==> config.mk <==
export PLATFORM = sky130hd
export DESIGN_NAME = twp_port
export DESIGN_NICKNAME = d
export VERILOG_FILES = /design/src/common/twp_pkg.sv /design/src/hw/twp_port.sv
export SDC_FILE = /design/constraint.sdc
export NUM_CORES = 1
export LEC_CHECK = 0
export BUFFER_PORTS_ARGS = -buffer_cell sky130_fd_sc_hd__buf_4
export CORE_MARGIN = 4
export CORE_UTILIZATION = 30
export CTS_BUF_LIST = sky130_fd_sc_hd__clkbuf_2
export DETAILED_ROUTE_END_ITERATION = 8
export PLACE_DENSITY = 0.57
export SLEW_MARGIN = 40
export SYNTH_ARGS = -nofsm -noshare
export SYNTH_HDL_FRONTEND = slang
export SYNTH_SLANG_ARGS = --single-unit
==> constraint.sdc <==
create_clock -name pclk -period 2.5 [get_ports pclk]
set_input_delay 0.5 -clock pclk [delete_from_list [all_inputs] [get_ports pclk]]
set_output_delay 0.5 -clock pclk [all_outputs]
set_load 0.01 [all_outputs]
==> src/common/twp_pkg.sv <==
// Purpose: Shared constants and types for the three-wire clocked serial port.
// Assumes: APB with 32-bit data; one word per register.
// Notes:   Register index times four gives the byte address.
package twp_pkg;

   // Bus widths
   localparam int          PADDR_W        = 18;
   localparam int          PDATA_W        = 32;

   // Register indexes; the byte address is the index times four
   localparam logic [15:0] MODE_IDX       = 16'hffb0; // serial_mode_control
   localparam logic [15:0] CLKSEL_IDX     = 16'hffb1; // serial_clock_select
   localparam logic [15:0] TXBUF_IDX      = 16'hffb2; // transmit_buffer
   localparam logic [15:0] SHIFT_IDX      = 16'hffb3; // serial_shift_register
   localparam logic [15:0] STATUS_IDX     = 16'hffb4; // transfer_done_irq_flag

   localparam logic [PADDR_W-1:0] MODE_ADDR   = {MODE_IDX, 2'h0};
   localparam logic [PADDR_W-1:0] CLKSEL_ADDR = {CLKSEL_IDX, 2'h0};
   localparam logic [PADDR_W-1:0] TXBUF_ADDR  = {TXBUF_IDX, 2'h0};
   localparam logic [PADDR_W-1:0] SHIFT_ADDR  = {SHIFT_IDX, 2'h0};
   localparam logic [PADDR_W-1:0] STATUS_ADDR = {STATUS_IDX, 2'h0};

   // Mode register fields
   localparam int          MODE_EN_BIT    = 7;  // port_enable_bit
   localparam int          MODE_TRMD_BIT  = 6;  // transmit_mode_bit
   localparam int          MODE_SSE_BIT   = 5;  // slave_select_use_bit
   localparam int          MODE_DIR_BIT   = 4;  // bit_order_bit
   localparam int          MODE_BUSY_BIT  = 0;  // busy_flag, read-only
   localparam logic [7:0]  MODE_RST       = 8'h00;

   // Clock select register fields
   localparam int          CLK_CKP_BIT    = 4;  // clock_polarity_bit
   localparam int          CLK_DAP_BIT    = 3;  // data_phase_bit
   localparam int          CLK_CKS_LSB    = 0;  // clock_select_bit2..0
   localparam logic [7:0]  CLKSEL_RST     = 8'h10;
   localparam logic [2:0]  CKS_EXTERNAL   = 3'h7;

   // Status register field
   localparam int          STAT_DONE_BIT  = 0;

   // Transfer shape: eight bits, two clock edges per bit
   localparam logic [3:0]  LAST_EDGE      = 4'hf;
   localparam int          DIV_W          = 6;

   // Engine states, one-hot
   typedef enum logic [2:0] {
      TWP_IDLE = 3'h1,
      TWP_PEND = 3'h2,
      TWP_RUN  = 3'h4
   } twp_state_t;

   // Pin drive bundle
   typedef struct packed {
      logic sck_out;   // serial_clock_pin level
      logic sck_oe;    // serial_clock_pin driven
      logic so_out;    // serial_out_pin level
      logic so_oe;     // serial_out_pin driven
   } twp_pins_t;

   // Whole state of the port
   typedef struct packed {
      twp_state_t         st;
      logic               en;
      logic               trmd;
      logic               sse;
      logic               dir;
      logic               ckp;
      logic               dap;
      logic [2:0]         cks;
      logic [7:0]         txbuf;
      logic [7:0]         sreg;
      logic               pend_tx;
      logic               rx_bit;
      logic               so_q;
      logic               busy;
      logic               done;
      logic [3:0]         hcnt;
      logic [DIV_W-1:0]   div;
      logic               sck_lvl;
      logic               sck_prev;
      twp_pins_t          pins;
      logic               pready;
      logic               pslverr;
      logic [PDATA_W-1:0] prdata;
   } twp_state_s_t;

endpackage : twp_pkg

==> src/hw/twp_port.sv <==
// Purpose: Three-wire clocked serial port with an APB register slave.
// Assumes: Pin inputs synchronous to pclk; pclk at 25 MHz.
// Notes:   Master on an internal divided clock, slave on the pin clock.
`timescale 1ns/10ps

// Function
// - Every transfer moves exactly eight clocked bits
// - Mode bit 6 selects transmit, else receive
// - Transmit buffer write starts transmit transfer
// - Shift register read starts a receive transfer
// - Selected slave waits while select high
// - Busy flag set once transfer begins
// - After eighth bit set done, clear busy
// - Busy flag is read-only to software
// - Clearing enable clears busy, stops operation
// - Receive-only mode drives serial output low
// - Clock select divides by two to 128, external
// - Polarity and phase bits give four types
// - Clock select resets to 10H, type 3
// - First bit presented at start per phase
// - Output keeps last bit after transfer
// - Disabled clock pin high, low for internal polarity
// - Disabled output pin level by mode and phase
// - Mode, phase, order writes change output at once
// - Enable activates pins; disabled frees them
// - Select rising during transfer aborts it
// - Mode register resets to 00H
module twp_port
   import twp_pkg::*;
(
   input  wire logic               pclk,
   input  wire logic               presetn,
   input  wire logic               psel,
   input  wire logic               penable,
   input  wire logic               pwrite,
   input  wire logic [PADDR_W-1:0] paddr,
   input  wire logic [PDATA_W-1:0] pwdata,
   output logic      [PDATA_W-1:0] prdata,
   output logic                    pready,
   output logic                    pslverr,
   input  wire logic               serial_clock_pin_in,
   input  wire logic               serial_in_pin,
   input  wire logic               slave_select_n,
   output twp_pins_t               pin_drive,
   output logic                    transfer_done_irq_flag
);

   // Bit that leaves first, chosen by bit order
   function automatic logic first_bit(input logic [7:0] d, input logic lsb_first);
      first_bit = lsb_first ? d[0] : d[7];
   endfunction : first_bit

   // One shift step with a new bit entering at the far end
   function automatic logic [7:0] shift_in(input logic [7:0] d, input logic lsb_first,
                                           input logic b);
      shift_in = lsb_first ? {b, d[7:1]} : {d[6:0], b};
   endfunction : shift_in

   // Divider mask: half serial period is 2^cks pclk cycles
   function automatic logic [DIV_W-1:0] half_mask(input logic [2:0] cks);
      half_mask = DIV_W'((7'h1 << cks) - 7'h1);
   endfunction : half_mask

   twp_state_s_t s;        // Registered state
   twp_state_s_t next_s;   // Next state

   // Bus decode terms
   logic bus_done;         // Access completes this edge
   logic wr_mode;          // Write to mode register
   logic wr_clk;           // Write to clock select
   logic wr_tx;            // Write to transmit buffer
   logic wr_stat;          // Write to status register
   logic rd_shift;         // Read of shift register
   logic start_tx;         // Transmit start request
   logic start_rx;         // Receive start request
   logic ext_clk;          // External clock selected
   logic blocked;          // Slave not selected
   logic tick;             // Master half-period pulse
   logic edge_ev;          // One serial clock edge
   logic lead;             // Edge is the leading one of a bit

   assign bus_done = psel & penable & s.pready;
   assign wr_mode  = bus_done & pwrite & (paddr == MODE_ADDR);
   assign wr_clk   = bus_done & pwrite & (paddr == CLKSEL_ADDR);
   assign wr_tx    = bus_done & pwrite & (paddr == TXBUF_ADDR);
   assign wr_stat  = bus_done & pwrite & (paddr == STATUS_ADDR);
   assign rd_shift = bus_done & ~pwrite & (paddr == SHIFT_ADDR);
   assign start_tx = wr_tx & s.en & s.trmd;
   assign start_rx = rd_shift & s.en;
   assign ext_clk  = (s.cks == CKS_EXTERNAL);
   assign blocked  = ext_clk & s.sse & slave_select_n;
   assign tick     = ((s.div & half_mask(s.cks)) == half_mask(s.cks));
   // Master steps on the divider, slave on any pin clock transition
   assign edge_ev  = ext_clk ? (serial_clock_pin_in != s.sck_prev) : tick;
   assign lead     = ~s.hcnt[0];

   // Next state: bus slave, register file, transfer engine, pin levels
   always_comb begin
      next_s          = s;
      next_s.pready   = 1'b0;
      next_s.pslverr  = 1'b0;
      next_s.sck_prev = serial_clock_pin_in;

      // Access phase: one wait cycle, then answer with data or error
      if (psel & penable & ~s.pready) begin
         next_s.pready = 1'b1;
         next_s.prdata = '0;
         case (paddr)
            MODE_ADDR: begin
               next_s.prdata[MODE_EN_BIT]   = s.en;
               next_s.prdata[MODE_TRMD_BIT] = s.trmd;
               next_s.prdata[MODE_SSE_BIT]  = s.sse;
               next_s.prdata[MODE_DIR_BIT]  = s.dir;
               next_s.prdata[MODE_BUSY_BIT] = s.busy;
            end
            CLKSEL_ADDR: begin
               next_s.prdata[CLK_CKP_BIT]             = s.ckp;
               next_s.prdata[CLK_DAP_BIT]             = s.dap;
               next_s.prdata[CLK_CKS_LSB +: 3]        = s.cks;
            end
            TXBUF_ADDR:  next_s.prdata[7:0] = s.txbuf;
            SHIFT_ADDR:  next_s.prdata[7:0] = s.sreg;
            STATUS_ADDR: next_s.prdata[STAT_DONE_BIT] = s.done;
            default:     next_s.pslverr = 1'b1;   // Unmapped address
         endcase
      end

      // Register writes; busy is never taken from the bus
      if (wr_mode) begin
         next_s.en   = pwdata[MODE_EN_BIT];
         next_s.trmd = pwdata[MODE_TRMD_BIT];
         next_s.sse  = pwdata[MODE_SSE_BIT];
         next_s.dir  = pwdata[MODE_DIR_BIT];
      end
      if (wr_clk) begin
         next_s.ckp = pwdata[CLK_CKP_BIT];
         next_s.dap = pwdata[CLK_DAP_BIT];
         next_s.cks = pwdata[CLK_CKS_LSB +: 3];
      end
      if (wr_tx) begin
         next_s.txbuf = pwdata[7:0];
      end
      // Software clear of the done flag; a set below wins the same cycle
      if (wr_stat & pwdata[STAT_DONE_BIT]) begin
         next_s.done = 1'b0;
      end

      // Master divider runs only while shifting
      next_s.div = (s.st == TWP_RUN) ? s.div + DIV_W'(1) : '0;

      case (s.st)
         // Waiting for software to ask for a transfer
         TWP_IDLE: begin
            if (start_tx | start_rx) begin
               next_s.pend_tx = start_tx;
               if (blocked) begin
                  next_s.st = TWP_PEND;
               end else begin
                  next_s.st     = TWP_RUN;
                  next_s.busy   = 1'b1;
                  next_s.hcnt   = '0;
                  next_s.div    = '0;
                  next_s.sreg   = start_tx ? pwdata[7:0] : s.sreg;
                  if (s.dap) begin
                     next_s.so_q = first_bit(start_tx ? pwdata[7:0] : s.sreg, s.dir);
                  end
               end
            end
         end
         // Start held until the slave is selected
         TWP_PEND: begin
            if (~blocked) begin
               next_s.st   = TWP_RUN;
               next_s.busy = 1'b1;
               next_s.hcnt = '0;
               next_s.div  = '0;
               next_s.sreg = s.pend_tx ? s.txbuf : s.sreg;
               if (s.dap) begin
                  next_s.so_q = first_bit(s.pend_tx ? s.txbuf : s.sreg, s.dir);
               end
            end
         end
         // Shifting: sixteen edges, two per bit
         TWP_RUN: begin
            if (blocked) begin
               // Deselect mid-transfer drops it with no done flag
               next_s.st   = TWP_IDLE;
               next_s.busy = 1'b0;
            end else if (edge_ev) begin
               next_s.hcnt = s.hcnt + 4'h1;
               if (~ext_clk) begin
                  next_s.sck_lvl = ~s.sck_lvl;
               end
               if (lead) begin
                  // Phase 0 drives on the leading edge, phase 1 samples there
                  if (~s.dap) begin
                     next_s.so_q = first_bit(s.sreg, s.dir);
                  end else begin
                     next_s.rx_bit = serial_in_pin;
                  end
               end else begin
                  next_s.sreg = shift_in(s.sreg, s.dir, s.dap ? s.rx_bit : serial_in_pin);
                  // Last bit stays on the pin once the byte is out
                  if (s.dap && (s.hcnt != LAST_EDGE)) begin
                     next_s.so_q = first_bit(shift_in(s.sreg, s.dir, s.rx_bit), s.dir);
                  end
                  if (s.hcnt == LAST_EDGE) begin
                     next_s.st   = TWP_IDLE;
                     next_s.busy = 1'b0;
                     next_s.done = 1'b1;
                  end
               end
            end
         end
         default: begin
            next_s.st   = TWP_IDLE;
            next_s.busy = 1'b0;
         end
      endcase

      // Disabling the port stops everything and drops busy
      if (~next_s.en) begin
         next_s.st   = TWP_IDLE;
         next_s.busy = 1'b0;
      end
      // Clock rests at the polarity's idle level outside a transfer
      if (next_s.st != TWP_RUN) begin
         next_s.sck_lvl = ~next_s.ckp;
      end

      // Pin levels follow the next state so that they come from flops
      next_s.pins.sck_oe = next_s.en & (next_s.cks != CKS_EXTERNAL);
      if (next_s.en) begin
         next_s.pins.sck_out = (next_s.cks == CKS_EXTERNAL) ? 1'b1 : next_s.sck_lvl;
      end else begin
         next_s.pins.sck_out = ~(next_s.ckp & (next_s.cks != CKS_EXTERNAL));
      end
      next_s.pins.so_oe = next_s.en;
      if (~next_s.trmd) begin
         next_s.pins.so_out = 1'b0;
      end else if (next_s.en | ~next_s.dap) begin
         next_s.pins.so_out = next_s.so_q;
      end else begin
         next_s.pins.so_out = first_bit(next_s.txbuf, next_s.dir);
      end
   end

   // State register; reset leaves mode 00H and clock select 10H
   always_ff @(posedge pclk or negedge presetn) begin
      if (!presetn) begin
         s          <= '0;
         s.st       <= TWP_IDLE;
         s.ckp      <= CLKSEL_RST[CLK_CKP_BIT];
         s.dap      <= CLKSEL_RST[CLK_DAP_BIT];
         s.cks      <= CLKSEL_RST[CLK_CKS_LSB +: 3];
         s.en       <= MODE_RST[MODE_EN_BIT];
         s.trmd     <= MODE_RST[MODE_TRMD_BIT];
         s.sse      <= MODE_RST[MODE_SSE_BIT];
         s.dir      <= MODE_RST[MODE_DIR_BIT];
         s.sck_lvl  <= 1'b0;
         s.pins     <= '0;   // Clock low at reset matches polarity 1, internal
      end else begin
         s <= next_s;
      end
   end

   // Outputs straight from the state flops
   assign prdata                 = s.prdata;
   assign pready                 = s.pready;
   assign pslverr                = s.pslverr;
   assign pin_drive              = s.pins;
   assign transfer_done_irq_flag = s.done;
endmodule : twp_port

======== Word-level counts from Yosys, hierarchy flattened ========
Cells that the tools add are included.
cells by class
  equality and inequality tests ........... 30
  mux-type cells .......................... 69
  bitwise gates (word level) .............. 29
  $add $sub $neg .......................... 3
  reduce and logical (&&, ||, !) cells .... 9
  shift operators ......................... 1
operators with widths
  cell                  number
  $eq 18x18->1 const B  5
  $mux 8                10
  $mux 34               1
  $mux 1                27
  $pmux 3 s3            3
  $mux 3                8
  $pmux 8 s3            1
  $mux 10               2
  $and 1x1->1           18
  $ne 2x2->1 const B    8
  $ne 3x3->1 const B    5
  $ne 4x4->1 const B    3
  $pmux 4 s3            1
  $pmux 6 s2            1
  $mux 2                5
  $mux 5                2
  $eq 3x3->1 const B    3
  $mux 9                1
  $reduce_and 9->1      1
  $not 1->1             8
  $mux 7                1
  $reduce_and 7->1      1
  $add 6x1->6 const B   1
  $and 6x6->6           1
  22 further kinds      24
word-level totals
  register bits ........................... 58
  output and inout port bits .............. 39

======== Longest topological paths before layout ========
Gate-level depths: netlist of run 1.
  depth after elaboration ................. 14
  depth in mapped cells ................... 8
  gate-level depth less buffers ........... 8

======== Worst setup path before layout of run 1 ========
Ideal clock, no wire load.
  path kind ............................... input to register
  from .................................... input paddr[1]
  to ...................................... register s, in the netlist pin_drive[1]
  data required time ...................... 2.371 ns
  buffers on the path ..................... 0
  cell stages on the path ................. 8
  setup time .............................. 0.129 ns
  setup slack ............................. 0.204 ns
  arrival ................................. 2.167 ns
  cells stage by stage .................... nor4b_4 > nand4_4 > nor4_4 > mux2i_1 > inv_1 > nor2_1 > a21boi_0 > a21boi_1
RTL lines
  item                  line             RTL
  from (decl)           twp_port.sv:36   input wire logic [PADDR_W-1:0] paddr,
  to (signal assigned)  twp_port.sv:263  s <= next_s;
  to (decl)             twp_port.sv:64   twp_state_s_t s;

==> reports/summary.md, run 1 <==
• **area share of the largest cell type after synthesis** 0.3828
• **skew final** 0.04262 ns
• **count of final hold-check violations** 0
• **run status** finished, final reports clean
• **Area contributors post-synth** sky130_fd_sc_hd__dfrtp_1 38%, sky130_fd_sc_hd__buf_4 7.4%, sky130_fd_sc_hd__mux2i_1 5.7%
• **CTS Root Buffer Type** sky130_fd_sc_hd__clkbuf_2
• **minimum setup slack after placement** -0.04902 ns
• **area of the core** 0.01196 mm2
• **total of max-cap violations** 0
• **clock latency on the worst-skew pair** 0.53 ns
• **effective utilization at floorplan** 0.3061
• **Finish-stage setup viols** 0
• **number of placed I/O pins** 97
• **DRC** 0
• **gate count after technology mapping** 372
• **cell area power density** 420.8 mW/mm2
• **share of total power consumed by net switching** 0.2689
• **vias** 2971
• **Synth warnings** 0
• **area of the die** 0.01404 mm2
• **layout cell share with drive strength beyond 1** 0.2874
• **height of the die** 118.5 um
• **Min-Delay Path Depth** 1
• **count of fill cells added during filler insertion** 1201
• **sequential fraction of the synthesis area** 0.3971
• **Max Fanout on Critical Path** 6
• **routability cong.** 0.8885
• **first drt pass iteration count** 4
• **LEAKAGE** 0.001992 uW
• **deepest clock path buffer count** 2
• **Tightest Pin Transition** 0.6774 ns
• **worst setup path category** register to register
• **Final min period** 2.312 ns
• **WL/cell** 16.61 um
• **pin count of the biggest net entering global routing** 59
• **worst-case reg-to-reg path depth** 8
• **CTS buffer count** 9
• **endpoint type of the worst setup path** register
• **Max IR drop VDD** 0.2044 mV
• **count of flip-flops with a built-in enable after synthesis** 0
• **portion of total power attributed to sequential cells** 0.518
• **Psw** 490.0 uW
• **startpoint of the worst register-to-register path** s[71]
• **clock slew seen by the registers of the worst setup and hold paths** 0.19 ns
• **fraction of power consumed by combinational cells** 0.073
• **area used by multi-input combinational logic** 0.001943 mm2
• **worst hold slack** 0.09113 ns
• **dominant cell by count in the synthesized netlist** sky130_fd_sc_hd__dfrtp_1
• **R2R setup slack** 0.19 ns
• **worst hold-check path type** input port to register
• **timing endpoint of the critical path** pin_drive[3]
• **slack of the critical path** 0.1875 ns
• **detailed router's first-iteration violation count** 160
• **Most used DFF post-synth** sky130_fd_sc_hd__dfrtp_1
• **number of diodes added for antenna fixing** 0
• **crit share post-route** 0.9250
• **number of rows in the core area** 40
• **overflow left after global routing** 0
• **quantity of I/O buffers inserted on ports** 48
• **tightest slew margin relative to the limit** 0.5484
• **final core utilization** 0.3620
• **commonest cells in the netlist** 56 x sky130_fd_sc_hd__dfrtp_1, 36 x sky130_fd_sc_hd__buf_4, 32 x sky130_fd_sc_hd__nand2_1, 31 x sky130_fd_sc_hd__nor2_1, 21 x sky130_fd_sc_hd__mux2i_1
• **global-route wire length before repair** 15810 um
• **via/cell ratio** 5.105
• **Worst Path Arrival** 2.73 ns
• **GRT Overall Usage** 0.1405
• **Synth-to-Final Area Change** 18.28%
• **count of H-tree levels built during CTS** 3
• **maximum single-stage delay on the critical path** 0.51 ns
• **fraction of registers with async set/reset** 1.000
• **post-synthesis instance area** 0.003661 mm2
• **remaining number of nets flagged by the antenna check after routing** 0
• **clock network fraction of total power** 0.409
• **unrepaired setup endpoints after global routing** false
• **critical path data required time** 2.92 ns
• **crit path cell chain** nor2b_1 > o21ai_1 > a311oi_2 > buf_4 > o41ai_2 > a211oi_4 > mux2i_1 > or2_1
• **antenna violations before repair** 0
• **end of the worst register-to-register path** pin_drive[3]
• **dominant cell type by area after synthesis** sky130_fd_sc_hd__dfrtp_1
• **Critical Path Slowest Stage Cell** sky130_fd_sc_hd__o41ai_2
• **Routed Wire Length** 9665 um
• **number of clock sinks seen by CTS** 58
• **CP Launch Type** register
• **clock tree from TritonCTS** done
• **internal power component** 1332 uW
• **pins over their slew limit** 0
• **start point of the critical path** s[71]
• **Avg Inst Size Synth** 9.841 um2
• **Die Width** 118.5 um
• **Detailed Place HPWL** 7444 um
• **upper clock frequency limit** 432.4 MHz
• **number of nets in the layout** 490
• **vias in the first global route** 2982
• **Synth Register Bits** 58
• **unique cell type count in the Yosys netlist** 66
• **sequential standard cell area** 0.001454 mm2
-- cells by family (layout without fill, tap and decap cells) --
family / Yosys count / after routing / share of synthesized area
adder cells (fa/ha/maj): 2 / 2 / 0.006834
buffers and inverters: 61 / 101 / 0.1005
AND/OR/NAND/NOR: 131 / 131 / 0.1989
AO/OA/AOI/OAI: 68 / 68 / 0.1439
other: 1 / 24 / 0.001024
flip-flops: 58 / 58 / 0.3971
multiplexers: 45 / 45 / 0.1374
XOR/XNOR: 6 / 6 / 0.01436
-- critical path: cells and delay by family, from the launching register on --
| family | cells | cell delay (ns) |
|---|---|---|
| compound gates | 4 | 1.01 |
| flops | 1 | 0.49 |
| simple gates | 2 | 0.39 |
| buf+inv | 1 | 0.18 |
| mux | 1 | 0.15 |
-- state kept, by name, summed over array words and instances, names as in the netlist --
signal	flops
pslverr	1
pin_drive	4
s	43
prdata	8
transfer_done_irq_flag	1
pready	1
-- cells in the final DEF (no fill, tap or decap), types with 7 or more instances in the layout --
cell,instances
sky130_fd_sc_hd__conb_1,24
sky130_fd_sc_hd__a21oi_1,9
sky130_fd_sc_hd__o31ai_1,7
sky130_fd_sc_hd__inv_1,11
sky130_fd_sc_hd__nor2_1,30
sky130_fd_sc_hd__o21ai_0,10
sky130_fd_sc_hd__buf_4,72
sky130_fd_sc_hd__mux2_1,7
sky130_fd_sc_hd__nand2_1,32
sky130_fd_sc_hd__mux2i_1,21
sky130_fd_sc_hd__clkbuf_2,9
sky130_fd_sc_hd__nand3_1,13
sky130_fd_sc_hd__dfrtp_1,56
sky130_fd_sc_hd__mux2_2,15
-- repair_timing --
action	in CTS	in global routing
setup buffers	0	0
gates resized for setup	0	4
hold buffers	0	1
endpoints found under the hold margin	0	56
setup endpoints to repair	0	9
-- stage by stage --
step | total power [uW] | area [um2] | TNS, ns | cells
after floorplan | 1035 | 3747 | 0 | 395
after global placement | 1089 | 4153 | -0.1124 | 565
final | 1822 | 4330 | 0 | 582
after detailed placement | 1092 | 4153 | -0.2723 | 565
after CTS | 1840 | 4299 | 0 | 581
after global routing | 1889 | 4330 | 0 | 582
-- cell type report --
cell class | instances | share of cell area
multi-input combinational | 276 | 0.4487
sequential | 58 | 0.3357
timing repair buffer | 74 | 0.1297
inverter | 11 | 0.009535
clock buffer | 9 | 0.01040
clock inverter | 7 | 0.02340
tap | 147 | 0.04247
-- worst min-delay path by stage --
stage / slack [ns] / endpoint / startpoint
2_1_floorplan: 0.20 / pin_drive[0] / presetn
3_3_place_gp: 0.46 / prdata[4] / prdata[4]
3_5_place_dp: 0.47 / prdata[4] / prdata[4]
4_1_cts: 0.02 / s[61] / presetn
5_1_grt: 0.05 / s[38] / serial_clock_pin_in
6_report: 0.09 / s[38] / serial_clock_pin_in
-- per-layer routing --
| layer | track usage | share of wire | routed length, um |
|---|---|---|---|
| met4 | 0.04996 | 0.021 | 202 |
| met2 | 0.2219 | 0.46 | 4469 |
| met3 | 0.03684 | 0.064 | 617 |
| met5 | 0 | 0 | 0 |
| met1 | 0.1861 | 0.45 | 4374 |
-- power by group through the flow --
| stage | Sequential [uW] | Combinational, uW | Clock, uW |
|---|---|---|---|
| 6_report | 943 | 133 | 746 |
| 5_1_grt | 944 | 146 | 798 |
| 4_1_cts | 943 | 132 | 765 |
| 3_5_place_dp | 960 | 132 | 0 |
| 3_3_place_gp | 960 | 130 | 0 |
| 2_1_floorplan | 961 | 74.2 | 0 |
Power figures use the tool's default switching activity.
==> run 2: changes to the inputs <==
--- a/config.mk
+++ b/config.mk
@@ -11,6 +11,7 @@
 export CTS_BUF_LIST = sky130_fd_sc_hd__clkbuf_2
 export DETAILED_ROUTE_END_ITERATION = 8
 export PLACE_DENSITY = 0.57
+export RECOVER_POWER = 50
 export SLEW_MARGIN = 40
 export SYNTH_ARGS = -nofsm -noshare
 export SYNTH_HDL_FRONTEND = slang
==> run 2 against run 1 <==
Register-to-register slack is essentially flat. Critical endpoint unchanged. Die area unchanged. Worst hold slack better by 0.013 ns. Clock power about the same. Largest power group unchanged.
==> reports/summary.md, run 2 (synthesis gave the netlist of run 1 again) <==
• **number of buffer and inverter instances along the worst setup path** 1, unchanged
• **CTS buffer count** 9, unchanged
• **Placement Cell Area** 0.004153 mm2, unchanged
• **Detailed Place HPWL** 7444 um, unchanged
• **Tightest Pin Transition** 1.453 ns, +0.7755 ns
• **critical path data required time** 2.92 ns, about the same
• **overflow left after global routing** 0, unchanged
• **Worst Path Arrival** 2.73 ns, about the same
• **DRC** 0, unchanged
• **routability cong.** 0.8885, unchanged
• **Finish-stage setup viols** 0, unchanged
• **cell area power density** 421.3 mW/mm2, +0.12%
• **detailed router's first-iteration violation count** 160, unchanged
• **worst hold-check path type** input port to register
• **Critical Path Slowest Stage Cell** sky130_fd_sc_hd__o41ai_2
• **first drt pass iteration count** 4, unchanged
• **Max IR drop VDD** 0.2044 mV, about the same
• **most common cell after layout, fill and taps aside** sky130_fd_sc_hd__buf_4
• **buffers inserted by post-CTS timing repair** 0, unchanged
• **vias in the first global route** 2982, unchanged
• **endpoint type of the worst setup path** register
• **total of max-cap violations** 0, unchanged
• **unrepaired setup endpoints after global routing** false
• **Most flops, register** s
• **Min-Delay Path Depth** 1, unchanged
• **WL/cell** 16.63 um, +0.12%
• **CTS Root Buffer Type** sky130_fd_sc_hd__clkbuf_2
• **count of H-tree levels built during CTS** 3, unchanged
• **crit share post-route** 0.9232, -0.001754
• **deepest clock path buffer count** 2, unchanged
• **height of the die** 118.5 um, unchanged
• **pin count of the biggest net entering global routing** 59, unchanged
• **GR peak layer** met2
• **pins over their slew limit** 0, unchanged
• **skew final** 0.04262 ns, -0.0000005000 ns
• **number of diodes added for antenna fixing** 0, unchanged
• **CP Launch Type** register
• **Synth-to-Final Area Change** 18.01%
• **antenna violations before repair** 0, unchanged
• **vias** 2972, +0.034%
• **effective utilization at floorplan** 0.3061, unchanged
• **upper clock frequency limit** 433.3 MHz, +0.19%
• **crit path cell chain** nor2b_1 > o21ai_1 > a311oi_2 > buf_4 > o41ai_2 > a211oi_4 > mux2i_1 > or2_1
• **count of final hold-check violations** 0, unchanged
• **Worst path depth** 8, unchanged
• **GRT Overall Usage** 0.1405, unchanged
• **clock slew seen by the registers of the worst setup and hold paths** 0.19 ns, about the same
• **met3 usage** 0.03684, unchanged
• **Max Fanout on Critical Path** 6, unchanged
• **number of rows in the core area** 40, unchanged
• **worst hold slack** 0.1041 ns, +0.01299 ns
• **number of clock sinks seen by CTS** 58, unchanged
• **clock tree from TritonCTS** done
• **quantity of I/O buffers inserted on ports** 48, unchanged
• **final instance area** 0.004320 mm2, -0.23%
• **layout cell share with drive strength beyond 1** 0.2828, -0.004598
• **Die Width** 118.5 um, unchanged
• **kind of cell adding the most delay to the critical path** compound AO/OA/AOI/OAI gates
• **flip-flop count of the largest register, all copies and words added** 43, unchanged
• **run status** finished, final reports clean
• **number of nets in the layout** 490, unchanged
• **maximum single-stage delay on the critical path** 0.50 ns, about the same
• **clock latency on the worst-skew pair** 0.53 ns, about the same
• **placed instance count** 565, unchanged
• **area of the core** 0.01196 mm2, unchanged
• **remaining number of nets flagged by the antenna check after routing** 0, unchanged
• **routing usage on met1** 0.1861, unchanged
• **Final min period** 2.308 ns, -0.004384 ns
• **met2 Usage GRT** 0.2219, unchanged
• **global-route wire length before repair** 15810 um, unchanged
• **worst-case reg-to-reg path depth** 8, unchanged
• **LEAKAGE** 0.001985 uW, -0.35%
• **commonest cells after routing, fill and taps aside** 71 x sky130_fd_sc_hd__buf_4, 56 x sky130_fd_sc_hd__dfrtp_1, 32 x sky130_fd_sc_hd__nand2_1, 30 x sky130_fd_sc_hd__nor2_1, 24 x sky130_fd_sc_hd__conb_1
• **worst setup path category** register to register
• **tightest slew margin relative to the limit** 0.03141, -0.5170
• **via/cell ratio** 5.107, about the same
• **count of non-filler cells in the finished layout** 582, unchanged
• **Routed Wire Length** 9677 um, +0.12%
• **number of placed I/O pins** 97, unchanged
• **area of the die** 0.01404 mm2, unchanged
-- run 2: path summary, 6_finish.rpt --
check,from,endpoint,slack [ns]
min,serial_clock_pin_in,s[38],0.10
max,s[71],pin_drive[3],0.19
min reg2reg,prdata[4],prdata[4],0.50
min in group asynchronous,presetn,s[61],0.81
max in group asynchronous,presetn,transfer_done_irq_flag,0.78
max reg2reg,s[71],pin_drive[3],0.19
-- run 2: metal layers --
| metal | part of all wire | vias up |
|---|---|---|
| met1 | 0.45 | 1439 |
| met5 | 0 | - |
| met4 | 0.021 | 0 |
| li1 | - | 1413 |
| met2 | 0.46 | 103 |
| met3 | 0.064 | 17 |
-- run 2: final cells by class --
class / instances / area [um2]
fillers: 1205 / 7641
repair buffers: 74 / 551.8
clock buffers: 9 / 45.04
well taps: 147 / 183.9
clock inverters: 7 / 101.3
flip-flops and latches: 58 / 1454
multi-input cells: 276 / 1943
inverters: 11 / 41.29
-- run 2: through the flow --
stage               utilization  power (uW)  TNS, ns  setup slack (ns)
floorplan                     -        1035        0            0.2039
CTS                      0.3594        1840        0           0.08857
global placement         0.3472        1089  -0.1124          -0.03665
global route             0.3612        1887        0           0.08962
finish                   0.3612        1820        0            0.1919
detailed placement       0.3472        1092  -0.2723          -0.04902
-- run 2: where the power goes --
part	leakage (uW)	switching [uW]	total, uW	internal (uW)
Sequential	0.000772	1.30	943	942
Clock	0.0000787	409	746	337
Combinational	0.00113	79.1	131	51.8
Total	0.00199	490	1820	1330
-- run 2: repair_timing --
item / in CTS / in global routing
gates resized for setup: 0 / 4
hold endpoints to repair: 0 / 56
setup endpoints to repair: 0 / 9
hold buffers: 0 / 1
-- run 2: worst register-to-register path, cell delays in order (launching register included) --
cell and delay (ns):
sky130_fd_sc_hd__dfrtp_1 0.49, sky130_fd_sc_hd__nor2b_1 0.16, sky130_fd_sc_hd__o21ai_1 0.21, sky130_fd_sc_hd__a311oi_2 0.16
sky130_fd_sc_hd__buf_4 0.18, sky130_fd_sc_hd__o41ai_2 0.50, sky130_fd_sc_hd__a211oi_4 0.13, sky130_fd_sc_hd__mux2i_1 0.15
sky130_fd_sc_hd__or2_1 0.23
